==> config.mk <==
export PLATFORM = sky130hd
export DESIGN_NAME = itm_top
export DESIGN_NICKNAME = d
export VERILOG_FILES = /design/src/core/itm_pkg.sv /design/src/core/itm_top.sv /design/src/core/itm_sync.sv
export VERILOG_INCLUDE_DIRS = /design/src /design/src/core
export SDC_FILE = /design/constraint.sdc
export NUM_CORES = 1
export LEC_CHECK = 0
export BUFFER_PORTS_ARGS = -buffer_cell sky130_fd_sc_hd__buf_2
export CAP_MARGIN = 30
export CORE_MARGIN = 8
export CORE_UTILIZATION = 60
export DETAILED_ROUTE_END_ITERATION = 8
export GPL_TIMING_DRIVEN = 0
export PLACE_DENSITY = 0.79
export RECOVER_POWER = 25
export SLEW_MARGIN = 15
export SYNTH_ARGS = -nofsm -noshare
export SYNTH_HDL_FRONTEND = slang
export SYNTH_SLANG_ARGS = --single-unit
==> constraint.sdc <==
create_clock -name sys_clk -period 3.22 [get_ports sys_clk]
set_clock_uncertainty 0.2 [all_clocks]
set_input_delay 0.483 -clock sys_clk [delete_from_list [all_inputs] [get_ports sys_clk]]
set_output_delay 0.483 -clock sys_clk [all_outputs]
set_load 0.02 [all_outputs]
==> src/core/itm_defs.svh <==
// Purpose: constants of the intrusive test mode control block
// Assumes: sys_clk at 20 MHz; spi frames of 16 bits, msb first
// Notes:   frame layout is opcode, data, odd parity bit
//
// Summary of operation
// - every received spi frame is checked; a bad one sets the spi error flag
// - parity checking can be switched off; length and opcode checks remain
// - no intrusive test starts before the unlock command sequence after reset
// - no intrusive test can start while the device is normally active
// - a fixed hardware time-out returns verification or weak mode to off
// - selections written in config mode take effect on entering verification
// - gate high monitoring and output stage monitoring are off in test modes
// - desaturation tests run only in verification or weak mode
// - desat test one forces comparator high; error follows turn-on blanking
// - desat test one passes the pwm input through as a weak turn-on
// - desat test two: no output action, detection stays normal after blanking
// - desat test two never forwards the pwm input to the output stage
// - test modes support weak-on, desat, ocp, supply, clock and timing tests
`ifndef ITM_DEFS_SVH
`define ITM_DEFS_SVH

// timing
`define ITM_CLK_PERIOD_NS 50
`define ITM_BLANK_NS      1000
`define ITM_BLANK_CYC     ((`ITM_BLANK_NS + `ITM_CLK_PERIOD_NS - 1) / `ITM_CLK_PERIOD_NS)
`define ITM_MODE_TMO_US   10000
`define ITM_MODE_TMO_CYC  (`ITM_MODE_TMO_US * 1000 / `ITM_CLK_PERIOD_NS)

// frame layout
`define ITM_FRAME_BITS 16
`define ITM_CNT_W      5
`define ITM_OP_W       4
`define ITM_DAT_W      11
`define ITM_PRI_W      2
`define ITM_SEC_W      3
`define ITM_LVL_W      4
`define ITM_VBEC_BIT   4

// opcodes
`define ITM_OP_NOP       4'h0
`define ITM_OP_ENTER_CFG 4'h1
`define ITM_OP_EXIT      4'h2
`define ITM_OP_ENTER_ACT 4'h3
`define ITM_OP_UNLOCK    4'h4
`define ITM_OP_ENTER_VER 4'h5
`define ITM_OP_ENTER_WK  4'h6
`define ITM_OP_WR_PSEL   4'h7
`define ITM_OP_WR_SSEL   4'h8
`define ITM_OP_WR_WEAK   4'h9
`define ITM_OP_LAST      4'h9

// unlock keys
`define ITM_KEY_1 11'h2A5
`define ITM_KEY_2 11'h15A

// primary selection codes
`define ITM_PRI_NONE 2'h0
`define ITM_PRI_CLK  2'h1
`define ITM_PRI_TCF  2'h2

// secondary selection codes
`define ITM_SEC_NONE   3'h0
`define ITM_SEC_DESAT1 3'h1
`define ITM_SEC_DESAT2 3'h2
`define ITM_SEC_DESAT3 3'h3
`define ITM_SEC_OCP1   3'h4
`define ITM_SEC_OCP3   3'h5
`define ITM_SEC_SUPPLY 3'h6

// levels and reset values
`define ITM_FULL_LVL     4'hF
`define ITM_RST_WEAK_LVL 4'h0
`define ITM_RST_VBEC     1'b0
`define ITM_RST_MON_EN   1'b1
`define ITM_RST_CS_N     1'b1
`define ITM_SYNC_RST     7'h42

`endif

==> src/core/itm_pkg.sv <==
// Purpose: types of the intrusive test mode control block
// Assumes: itm_defs.svh supplies widths
// Notes:   selection codes keep one function per side by construction
`include "itm_defs.svh"
package itm_pkg;

  typedef enum logic [2:0] {
    M_OFF,
    M_CFG,
    M_ACTIVE,
    M_VERIFY,
    M_WEAK
  } itm_mode_t;

  typedef enum logic [1:0] {
    U_NONE,
    U_STEP,
    U_OPEN
  } itm_unlock_t;

  typedef struct packed {
    logic [`ITM_OP_W-1:0]  op;
    logic [`ITM_DAT_W-1:0] dat;
    logic                  par;
  } itm_frame_t;

  typedef struct packed {
    logic [`ITM_PRI_W-1:0] pri;
    logic [`ITM_SEC_W-1:0] sec;
  } itm_sel_t;

  typedef struct packed {
    logic                  on;
    logic [`ITM_LVL_W-1:0] level;
    logic                  vbe_sub;
  } itm_gate_t;

  typedef struct packed {
    logic force_desat;
    logic force_ocp;
    logic supply;
    logic clk_sup;
    logic tcf;
  } itm_test_t;

endpackage

==> src/core/itm_top.sv <==
// Purpose: intrusive self-test mode control of an isolated gate driver
// Assumes: sys_clk 20 MHz; spi, pwm and sense pins are asynchronous
// Notes:   spi is receive only; frame ends on chip select release
`include "itm_defs.svh"
module itm_top
  import itm_pkg::*;
#(
  parameter int TMO_CYC   = `ITM_MODE_TMO_CYC,
  parameter int BLANK_CYC = `ITM_BLANK_CYC
) (
  // clock and reset
  input  wire logic sys_clk,
  input  wire logic rst_n,
  // spi link pins
  input  wire logic spi_sclk,
  input  wire logic spi_cs_n,
  input  wire logic spi_mosi,
  // pwm and sense pins
  input  wire logic pwm_input,
  input  wire logic desat_sense_above,
  input  wire logic secondary_supply_low_threshold,
  input  wire logic digital_supply_ok,
  // configuration and flag clears
  input  wire logic parity_check_en,
  input  wire logic spi_err_clr,
  input  wire logic desat_err_clr,
  // status
  output itm_mode_t op_mode,
  output logic      test_unlocked,
  output logic      spi_command_error_flag,
  output logic      desat_error_flag,
  // output stage and supervision controls
  output itm_gate_t turn_on_gate_output,
  output itm_test_t test_ctrl,
  output logic      gate_high_mon_en,
  output logic      outstage_mon_en,
  // open-drain undervoltage notification pin
  output logic      secondary_undervoltage_notify_n_lvl,
  output logic      secondary_undervoltage_notify_n_en
);

  localparam int TMO_W   = $clog2(TMO_CYC + 1);
  localparam int BLANK_W = $clog2(BLANK_CYC + 1);
  localparam logic [TMO_W-1:0]   TMO_LAST  = TMO_W'(TMO_CYC - 1);
  localparam logic [BLANK_W-1:0] BLANK_END = BLANK_W'(BLANK_CYC);
  localparam logic [`ITM_CNT_W-1:0] FRAME_LEN =
    `ITM_CNT_W'(`ITM_FRAME_BITS);

  typedef struct packed {
    itm_mode_t                  mode;
    itm_unlock_t                unlock;
    itm_sel_t                   shadow;
    itm_sel_t                   act;
    logic [`ITM_LVL_W-1:0]      weak_lvl;
    logic                       vbec;
    logic                       sclk_d;
    logic                       cs_d;
    logic [`ITM_CNT_W-1:0]      bit_cnt;
    logic [`ITM_FRAME_BITS-1:0] shreg;
    logic                       spi_err;
    logic [TMO_W-1:0]           tmo;
    logic [BLANK_W-1:0]         blank;
    logic                       desat_err;
    itm_gate_t                  gate;
    itm_test_t                  test;
    logic                       mon_en;
    logic                       nuv_en;
  } itm_top_st_t;

  localparam itm_top_st_t ST_RST = '{
    mode:     M_OFF,
    unlock:   U_NONE,
    weak_lvl: `ITM_RST_WEAK_LVL,
    vbec:     `ITM_RST_VBEC,
    cs_d:     `ITM_RST_CS_N,
    mon_en:   `ITM_RST_MON_EN,
    default:  '0
  };

  itm_top_st_t st_ff;
  itm_top_st_t nxt_st;

  logic [6:0] pin_s;
  logic       sclk_s;
  logic       cs_s;
  logic       mosi_s;
  logic       pwm_s;
  logic       desat_s;
  logic       uv_s;
  logic       dok_s;
  itm_frame_t frm;
  logic       sclk_rise;
  logic       frame_done;
  logic       len_ok;
  logic       op_ok;
  logic       par_ok;
  logic       frame_ok;
  logic       in_test;
  logic       is_weak;
  logic       blk_pwm;
  logic       force_d1;
  logic       ton_cmd;
  logic       desat_hit;

  itm_sync #(
    .W   (7),
    .RST (`ITM_SYNC_RST)
  ) u_sync (
    .sys_clk (sys_clk),
    .rst_n   (rst_n),
    .async_i ({digital_supply_ok, secondary_supply_low_threshold,
               desat_sense_above, pwm_input, spi_mosi, spi_cs_n,
               spi_sclk}),
    .sync_o  (pin_s)
  );

  assign {dok_s, uv_s, desat_s, pwm_s, mosi_s, cs_s, sclk_s} = pin_s;

  // frame checks
  assign frm        = itm_frame_t'(st_ff.shreg);
  assign sclk_rise  = sclk_s && !st_ff.sclk_d;
  assign frame_done = cs_s && !st_ff.cs_d;
  assign len_ok     = st_ff.bit_cnt == FRAME_LEN;
  assign op_ok      = frm.op <= `ITM_OP_LAST;
  assign par_ok     = ^st_ff.shreg;
  // parity term drops out when disabled, length and opcode stay
  assign frame_ok   = len_ok && op_ok && (par_ok || !parity_check_en);

  // test mode qualifiers
  assign in_test  = st_ff.mode inside {M_VERIFY, M_WEAK};
  assign is_weak  = st_ff.mode == M_WEAK;
  assign blk_pwm  = st_ff.act.sec inside {`ITM_SEC_DESAT2, `ITM_SEC_DESAT3,
                                          `ITM_SEC_OCP3};
  assign force_d1 = is_weak && st_ff.act.sec == `ITM_SEC_DESAT1;
  assign ton_cmd  = (st_ff.mode == M_ACTIVE || is_weak) && pwm_s;
  // level two relies on the real sense pin after blanking
  assign desat_hit = (ton_cmd && st_ff.blank == BLANK_END &&
                      (desat_s || force_d1)) ||
                     (is_weak && st_ff.act.sec == `ITM_SEC_DESAT3);

  always_comb begin
    nxt_st        = st_ff;
    nxt_st.sclk_d = sclk_s;
    nxt_st.cs_d   = cs_s;

    // receive shifter
    if (st_ff.cs_d && !cs_s) begin
      nxt_st.bit_cnt = '0;
    end
    if (!cs_s && sclk_rise) begin
      nxt_st.shreg = {st_ff.shreg[`ITM_FRAME_BITS-2:0], mosi_s};
      if (st_ff.bit_cnt != '1) begin
        nxt_st.bit_cnt = st_ff.bit_cnt + 1'b1;
      end
    end

    // error flag: a new error in the clear cycle is kept
    if (spi_err_clr) begin
      nxt_st.spi_err = 1'b0;
    end
    if (frame_done && !frame_ok) begin
      nxt_st.spi_err = 1'b1;
    end

    // command execution
    if (frame_done && frame_ok) begin
      case (frm.op)
        `ITM_OP_ENTER_CFG: begin
          if (st_ff.mode == M_OFF) begin
            nxt_st.mode = M_CFG;
          end
        end
        `ITM_OP_EXIT: begin
          nxt_st.mode = M_OFF;
        end
        `ITM_OP_ENTER_ACT: begin
          // going active withdraws any unlock
          if (st_ff.mode inside {M_OFF, M_CFG}) begin
            nxt_st.mode   = M_ACTIVE;
            nxt_st.unlock = U_NONE;
          end
        end
        `ITM_OP_UNLOCK: begin
          if (st_ff.mode == M_CFG) begin
            if (st_ff.unlock == U_NONE && frm.dat == `ITM_KEY_1) begin
              nxt_st.unlock = U_STEP;
            end else if (st_ff.unlock == U_STEP &&
                         frm.dat == `ITM_KEY_2) begin
              nxt_st.unlock = U_OPEN;
            end else begin
              nxt_st.unlock = U_NONE;
            end
          end
        end
        `ITM_OP_ENTER_VER: begin
          // only reachable from config, never from active
          if (st_ff.mode == M_CFG && st_ff.unlock == U_OPEN) begin
            nxt_st.mode = M_VERIFY;
            nxt_st.act  = st_ff.shadow;
            nxt_st.tmo  = '0;
          end
        end
        `ITM_OP_ENTER_WK: begin
          if (st_ff.mode == M_VERIFY) begin
            nxt_st.mode = M_WEAK;
          end
        end
        `ITM_OP_WR_PSEL: begin
          if (st_ff.mode == M_CFG) begin
            nxt_st.shadow.pri = frm.dat[`ITM_PRI_W-1:0];
          end
        end
        `ITM_OP_WR_SSEL: begin
          if (st_ff.mode == M_CFG) begin
            nxt_st.shadow.sec = frm.dat[`ITM_SEC_W-1:0];
          end
        end
        `ITM_OP_WR_WEAK: begin
          if (st_ff.mode == M_CFG) begin
            nxt_st.weak_lvl = frm.dat[`ITM_LVL_W-1:0];
            nxt_st.vbec     = frm.dat[`ITM_VBEC_BIT];
          end
        end
        default: begin
        end
      endcase
    end

    // fixed time-out, not reachable by software
    if (in_test) begin
      nxt_st.tmo = st_ff.tmo + 1'b1;
      if (st_ff.tmo == TMO_LAST) begin
        nxt_st.mode = M_OFF;
      end
    end
    if (!(nxt_st.mode inside {M_VERIFY, M_WEAK})) begin
      nxt_st.act = '0;
    end

    // output stage
    nxt_st.gate = '0;
    if (st_ff.mode == M_ACTIVE && pwm_s && !st_ff.desat_err) begin
      nxt_st.gate.on    = 1'b1;
      nxt_st.gate.level = `ITM_FULL_LVL;
    end else if (is_weak && pwm_s && !blk_pwm && !st_ff.desat_err) begin
      nxt_st.gate.on      = 1'b1;
      nxt_st.gate.level   = st_ff.weak_lvl;
      nxt_st.gate.vbe_sub = st_ff.vbec;
    end

    // blanking runs on the command, so level two still detects
    if (!ton_cmd) begin
      nxt_st.blank = '0;
    end else if (st_ff.blank != BLANK_END) begin
      nxt_st.blank = st_ff.blank + 1'b1;
    end
    if (desat_err_clr) begin
      nxt_st.desat_err = 1'b0;
    end
    if (desat_hit) begin
      nxt_st.desat_err = 1'b1;
    end

    // supervision controls gated by the test modes; notify enable follows the supplies
    nxt_st.test.force_desat = in_test &&
      st_ff.act.sec inside {`ITM_SEC_DESAT1, `ITM_SEC_DESAT3};
    nxt_st.test.force_ocp = in_test &&
      st_ff.act.sec inside {`ITM_SEC_OCP1, `ITM_SEC_OCP3};
    nxt_st.test.supply  = in_test && st_ff.act.sec == `ITM_SEC_SUPPLY;
    nxt_st.test.clk_sup = in_test && st_ff.act.pri == `ITM_PRI_CLK;
    nxt_st.test.tcf     = in_test && st_ff.act.pri == `ITM_PRI_TCF;
    nxt_st.mon_en       = !in_test;
    nxt_st.nuv_en       = uv_s || !dok_s;
  end

  always_ff @(posedge sys_clk or negedge rst_n) begin
    if (!rst_n) begin
      st_ff <= ST_RST;
    end else begin
      st_ff <= nxt_st;
    end
  end

  assign op_mode                             = st_ff.mode;
  assign test_unlocked                       = st_ff.unlock == U_OPEN;
  assign spi_command_error_flag              = st_ff.spi_err;
  assign desat_error_flag                    = st_ff.desat_err;
  assign turn_on_gate_output                 = st_ff.gate;
  assign test_ctrl                           = st_ff.test;
  assign gate_high_mon_en                    = st_ff.mon_en;
  assign outstage_mon_en                     = st_ff.mon_en;
  assign secondary_undervoltage_notify_n_lvl = 1'b0;
  assign secondary_undervoltage_notify_n_en  = st_ff.nuv_en;
endmodule

==> src/core/itm_sync.sv <==
// Purpose: two-flop synchroniser for asynchronous pin levels
// Assumes: each bit is an independent level
// Notes:   first stage feeds only the second stage
module itm_sync #(
  parameter int             W   = 1,
  parameter logic [W-1:0]   RST = '0
) (
  // clock and reset
  input  wire logic         sys_clk,
  input  wire logic         rst_n,
  // levels
  input  wire logic [W-1:0] async_i,
  output      logic [W-1:0] sync_o
);

  typedef struct packed {
    logic [W-1:0] s2;
    logic [W-1:0] s1;
  } itm_sync_st_t;

  itm_sync_st_t st_ff;
  itm_sync_st_t nxt_st;

  always_comb begin
    nxt_st.s1 = async_i;
    nxt_st.s2 = st_ff.s1;
  end

  always_ff @(posedge sys_clk or negedge rst_n) begin
    if (!rst_n) begin
      st_ff <= {RST, RST};
    end else begin
      st_ff <= nxt_st;
    end
  end

  assign sync_o = st_ff.s2;

endmodule

==> summary.txt, run 1 <==
status = finished with violations
failing checks = capacitance limit, slew limit
Final Cycle Share = 96.0%
flop2flop setup slack = 0.13 ns
post-layout util = 71.1%
Syn Inst Count = 426
GP Congestion = 0.877
CP Capture Type = flip-flop
synthesized flop and latch total = 95
clk sink count = 95
total global routing overflow = 0
initial core utilization = 62.4%
clock-pin slew on the worst setup and hold paths = 0.10 ns
CP Cell Sequence = inv_1, ha_1, xnor2_1, xnor2_1, xnor3_2, a211oi_4, a211oi_2, or4b_4, a21oi_1
CTS max path bufs = 2
core box area = 7290 um2
DR iter-0 viols = 159
fmax = 324 MHz
Pre-Repair DR Iteration Count = 4
EDFF count, synth = 0
max_cap viols = 1
Synth-to-Final Area Change = 13.9%
met1 Use GR = 22.1%
max-slew violations = 39
Seq/Total Area, Yosys = 52.4%
Total Nets Final = 504
vias in the first global route = 3222
Final Instance Area = 5180 um2
clk_lat worst skew = 0.36 ns
Crit path top cell by count = xnor2_1
DP Area = 4860 um2
DR vias = 3216
Placed Cells = 557
Pwr Density = 515 nW/um2
top_reg_cell synth = dfrtp_1
detailed-route DRC error count = 0
DRT Wirelength = 8610 um
worst-case headroom to the max-slew limit = -44.4%
CTS tree = built
final setup vio count = 0
met2 usage = 29.1%
most instantiated library cell after synthesis = dfrtp_1
Least-Margin Pin Slew = 2.17 ns
first-pass GRT wire length = 14700 um
top post-synthesis cells by area = dfrtp_1 49%, mux2_2 6.2%, nand2_1 4.0%, ha_1 3.8%, o21ai_0 3.8%
ys async rst share = 100%
area leader, netlist = dfrtp_1
Num CTS Buffers = 9
Synth Cell Area = 4550 um2
Syn Area/Cell = 10.7 um2
CP max FO = 7
min-delay worst type = in -> reg
antenna cells = 0
final hold violations = 0
# fillers = 568
Crit-path slowest cell = or4b_4
Max H-tree Level = 3
Routed wire per std cell = 14.8 um
Die W = 103 um
worst reg2reg startpoint = frm[13]
max incr delay on CP = 0.56 ns
crit path DAT = 3.18 ns
largest net degree at the start of global routing = 58
area share of the largest cell type after synthesis = 48.9%
I/O pin cnt = 33
most used routing layer = met2
hold_sp = secondary_supply_low_threshold
setup ws final = 0.129 ns
Post-Syn Nets = 452
WS Path Type = reg -> reg
Power Total = 2.67 mW
Rows = 31
HPWL reported at the end of detailed placement = 6050 um
crit path launch = frm[13]
Fin Hold WS = 0.0203 ns
Non-Filler Instances = 582
Critical Path RT = 3.31 ns
total track usage = 17.5%
leakage power = 2.32 nW
vias per cell = 5.53
root buffer cell = clkbuf_8
port buffer count = 31
Period minus WS final = 3.09 ns
setup tns final = 0 ns
synth warn = 0
Startpoint Class = flip-flop
dpl ws = -0.0605 ns
initial antenna violation count = 0
Netlist cell types = 59
commonest cells in the netlist = 89 x dfrtp_1, 48 x nand2_1, 35 x o21ai_0
die area = 10600 um2
Max VDD drop = 0.545 mV
Die Y = 103 um
met3 Usage GRT = 3.04%
fraction of layout cells with a size suffix above 1 = 23.2%
Post-DRT Antenna Nets = 0
-- final timing paths --
kind | to | cells after the start
max reg2reg | st_ff[66] | 9
min reg2reg | u_sync.sync_o[0] | 0
min | u_sync.nxt_st[12] | 1
min in group asynchronous | st_ff[29] | 2
max in group asynchronous | frm[7] | 2
max | st_ff[66] | 9
-- power breakdown --
part	switching [mW]	total, mW	internal (mW)
Clock	0.435	0.803	0.368
Combinational	0.256	0.521	0.264
Sequential	0.0897	1.35	1.26
-- critical path: cells and delay by family (launching register included) --
family                   cells  cell delay, ns
flip-flops                   1            0.40
buffers and inverters        1            0.09
AO/OA/AOI/OAI                3            0.65
adder cells (fa/ha/maj)      1            0.29
AND/OR/NAND/NOR              1            0.56
XOR/XNOR                     3            0.83
-- cells by family after synthesis --
family,Yosys count,synth area share [%]
multiplexers,31,7.51
adder cells (fa/ha/maj),14,3.85
AO/OA/AOI/OAI,76,10.4
other,1,0.0824
XOR/XNOR,19,4.29
flip-flops,95,52.4
buffers and inverters,47,5.22
AND/OR/NAND/NOR,143,16.2
-- state kept, by name, summed over array words and instances (netlist names) --
signal / count
st_ff: 47
frm: 16
u_sync.nxt_st: 7
u_sync.sync_o: 7
turn_on_gate_output: 6
test_ctrl: 5
op_mode: 3
desat_error_flag: 1
gate_high_mon_en: 1
secondary_undervoltage_notify_n_en: 1
spi_command_error_flag: 1
-- cells in the final DEF, fill, tap and decap left out, types with 6 or more instances in the layout --
master / n
nand2_1: 48
mux2_2: 25
nand4_1: 7
a21oi_1: 13
inv_1: 16
nor3_1: 6
buf_2: 32
dfrtp_1: 89
and3_1: 8
xnor2_1: 12
o21ai_0: 34
clkbuf_1: 12
clkbuf_8: 9
ha_1: 14
nor2_1: 26
buf_4: 19
nand2b_1: 7
mux2i_1: 6
nand3_1: 12
-- final cells by class --
| class | count | area [um2] | share of cell area (%) |
|---|---|---|---|
| inverters | 17 | 63.8 | 1.23 |
| flip-flops and latches | 95 | 2380 | 46.0 |
| clock inverters | 7 | 78.8 | 1.52 |
| multi-input cells | 284 | 1970 | 38.1 |
| repair buffers | 41 | 259 | 5.00 |
| plain buffers | 30 | 175 | 3.38 |
| well taps | 99 | 124 | 2.39 |
| clock buffers | 9 | 124 | 2.39 |
-- layer usage --
layer	part of all wire (%)	up-vias	routed length (um)
met5	0	-	0
met3	2.9	12	248
met4	1.4	0	124
li1	-	1570	-
met2	50	44	4310
met1	46	1590	3930
-- repair_timing --
item | 4_1_cts | 5_1_grt
hold buffers | 2 | 3
buffers inserted | 0 | 3
endpoints found under the hold margin | 34 | 3
setup endpoints to repair | 9 | 20
pin swaps | 0 | 3
resized for setup | 1 | 10
No activity file was read; power rests on OpenSTA's default activity.
==> inputs of run 2 (changes only) <==
- SYNTH_HIERARCHICAL: not set -> 1
==> summary.txt, run 2 <==
Synth-to-Final Area Change = 12.3%
DRT Wirelength = 8100 um (-5.9%)
# fillers = 543 (-4.4%)
synthesized flop and latch total = 95 (unchanged)
Die W = 102 um (-0.61%)
DR vias = 3135 (-2.5%)
core box area = 7250 um2 (-0.53%)
Critical Path RT = 3.27 ns (-0.04 ns)
Pwr Density = 529 nW/um2 (+2.6%)
leakage power = 2.28 nW (-2.1%)
CP Capture Type = flip-flop
Synth Cell Area = 4490 um2 (-1.4%)
commonest cells in the netlist = 89 x dfrtp_1, 43 x nand2_1, 34 x o21ai_0
detailed-route DRC error count = 0 (unchanged)
crit path DAT = 3.05 ns (-0.13 ns)
port buffer count = 31 (unchanged)
HPWL reported at the end of detailed placement = 5660 um (-6.5%)
Syn Inst Count = 421 (-1.2%)
Startpoint Class = flip-flop
Num CTS Buffers = 9 (unchanged)
Max H-tree Level = 3 (unchanged)
die area = 10500 um2 (-1.2%)
total track usage = 17.0% (-0.52 points)
biggest regs = st_ff: 47 flops, frm: 16 flops
Pre-Repair DR Iteration Count = 4 (unchanged)
Biggest register = st_ff
total global routing overflow = 0 (unchanged)
Least-Margin Pin Slew = 1.12 ns (-1.04 ns)
final hold violations = 0 (unchanged)
Netlist cell types = 48 (-19%)
area of the multi-input gates = 1900 um2 (-3.7%)
Reg area = 2380 um2 (unchanged)
ys async rst share = 100% (unchanged)
dpl ws = -0.259 ns (-0.199 ns)
WS Path Type = reg -> reg
setup ws final = 0.217 ns (+0.0883 ns)
Seq/Total Area, Yosys = 53.2% (+0.76 points)
fmax = 333 MHz (+2.9%)
vias in the first global route = 3139 (-2.6%)
CP max FO = 6 (-1)
CTS max path bufs = 2 (unchanged)
CTS tree = built
clock-pin slew on the worst setup and hold paths = 0.09 ns (about the same)
Rows = 31 (unchanged)
initial core utilization = 61.8% (-0.56 points)
clk_lat worst skew = 0.35 ns (about the same)
Die Y = 102 um (-0.61%)
status = finished, final reports clean
area share of the largest cell type after synthesis = 49.7% (+0.71 points)
vias per cell = 5.51 (-0.29%)
Non-Filler Instances = 569 (-2.2%)
Syn Area/Cell = 10.7 um2 (-0.26%)
I/O pin cnt = 33 (unchanged)
Period minus WS final = 3.00 ns (-0.0883 ns)
synth warn = 6 (+6)
unrepaired setup endpoints after global routing = true
DP Area = 4790 um2 (-1.3%)
final setup vio count = 0 (unchanged)
root buffer cell = clkbuf_8
top_reg_cell synth = dfrtp_1
Post-Syn Nets = 448 (-0.88%)
Max VDD drop = 0.706 mV (+30%)
most common cell after layout, fill and taps aside = dfrtp_1
post-layout util = 69.5% (-1.6 points)
antenna cells = 0 (unchanged)
clk sink count = 95 (unchanged)
first-pass GRT wire length = 14200 um (-3.4%)
initial antenna violation count = 0 (unchanged)
Placed Cells = 552 (-0.90%)
Final Instance Area = 5040 um2 (-2.8%)
most frequent cells in the layout = 89 x dfrtp_1, 43 x nand2_1, 34 x o21ai_0
max_cap viols = 0 (-1)
most instantiated library cell after synthesis = dfrtp_1
Largest register FFs = 47 (unchanged)
Total Nets Final = 492 (-2.4%)
DR iter-0 viols = 141 (-11%)
GP Congestion = 0.795 (-9.3%)
area leader, netlist = dfrtp_1
top post-synthesis cells by area = dfrtp_1 50%, mux2_2 5.5%, ha_1 4.2%, o21ai_0 3.8%, nand2_1 3.6%
Final Cycle Share = 93.2% (-2.7 points)
worst-case headroom to the max-slew limit = 25.2% (+70 points)
max-slew violations = 0 (-100%)
fraction of layout cells with a size suffix above 1 = 21.5% (-1.7 points)
largest net degree at the start of global routing = 52 (-10%)
Routed wire per std cell = 14.2 um (-3.8%)
Post-DRT Antenna Nets = 0 (unchanged)
min-delay worst type = in -> reg
EDFF count, synth = 0 (unchanged)
-- run 2: cell types whose count changed after synthesis, moves of 4 or more --
cell / previous run / this run
or2_0: 0 / 5
nand2_1: 48 / 43
nand3_1: 12 / 22
nor3_1: 6 / 2
clkbuf_1: 12 / 7
nor2_1: 26 / 30
-- run 2: worst max-delay path, cell delays in order, from the launching register on --
cell	delay (ns)
dfrtp_1	0.40
inv_1	0.09
ha_1	0.31
xnor2_1	0.14
xnor2_1	0.21
xnor3_2	0.48
a211oi_4	0.36
and4_2	0.35
mux2_2	0.36
-- run 2: worst paths after layout --
path / from / endpoint / slack (ns) / depth (start not counted)
worst max-delay path: frm[14] / st_ff[65] / 0.22 / 8
worst min-delay path: spi_cs_n / u_sync/nxt_st[8] / 0.02 / 1
worst max register to register: frm[14] / st_ff[65] / 0.22 / 8
worst min register to register: u_sync/nxt_st[7] / u_sync/sync_o[0] / 0.15 / 0
max in group asynchronous: rst_n / gate_high_mon_en / 1.31 / 3
min in group asynchronous: rst_n / st_ff[25] / 0.68 / 2
-- run 2: timing repair --
item,CTS,global route
hold buffers,1,0
endpoints found under the hold margin,39,0
endpoints found under the setup margin,17,8
resized for setup,1,4
buffers inserted,1,0
pin swaps,1,1
-- run 2: power breakdown --
part           internal [mW]  switching (mW)
Combinational          0.258           0.252
Sequential              1.26          0.0937
Clock                  0.405           0.398
Total                   1.92           0.743
-- run 2: per-stage QoR --
stage | power (mW) | hold WS (ns) | setup TNS, ns
6_report | 2.66 | 0.0214 | 0
5_1_grt | 2.79 | 0.0121 | -0.0204
4_1_cts | 2.65 | 0.0110 | 0
3_5_place_dp | 1.83 | 0.137 | -3.02
3_3_place_gp | 1.81 | 0.133 | -2.01
2_1_floorplan | 1.70 | -0.0126 | 0
-- run 2: area by class of cell --
type | instances | area share, %
clock inverters | 4 | 1.09
flip-flops and latches | 95 | 47.3
multi-input cells | 283 | 37.7
plain buffers | 24 | 2.98
inverters | 18 | 1.34
clock buffers | 12 | 3.08
well taps | 99 | 2.46
repair buffers | 34 | 3.97
-- run 2: kinds of logic after synthesis --
kind of cell / Yosys count / synth area share (%)
compound gates: 67 / 8.90
xor+xnor: 20 / 4.55
fa+ha+maj: 15 / 4.18
buf+inv: 43 / 4.94
flops: 95 / 53.2
mux: 29 / 7.09
other cells: 1 / 0.0836
simple gates: 151 / 17.1
-- run 2: layer usage --
metal / track usage, % / vias up / wire [um]
met5: 0 / - / 0
met4: 7.11 / 0 / 127
met3: 2.72 / 13 / 291
met2: 29.2 / 59 / 4040
met1: 20.8 / 1538 / 3650
li1: - / 1525 / -
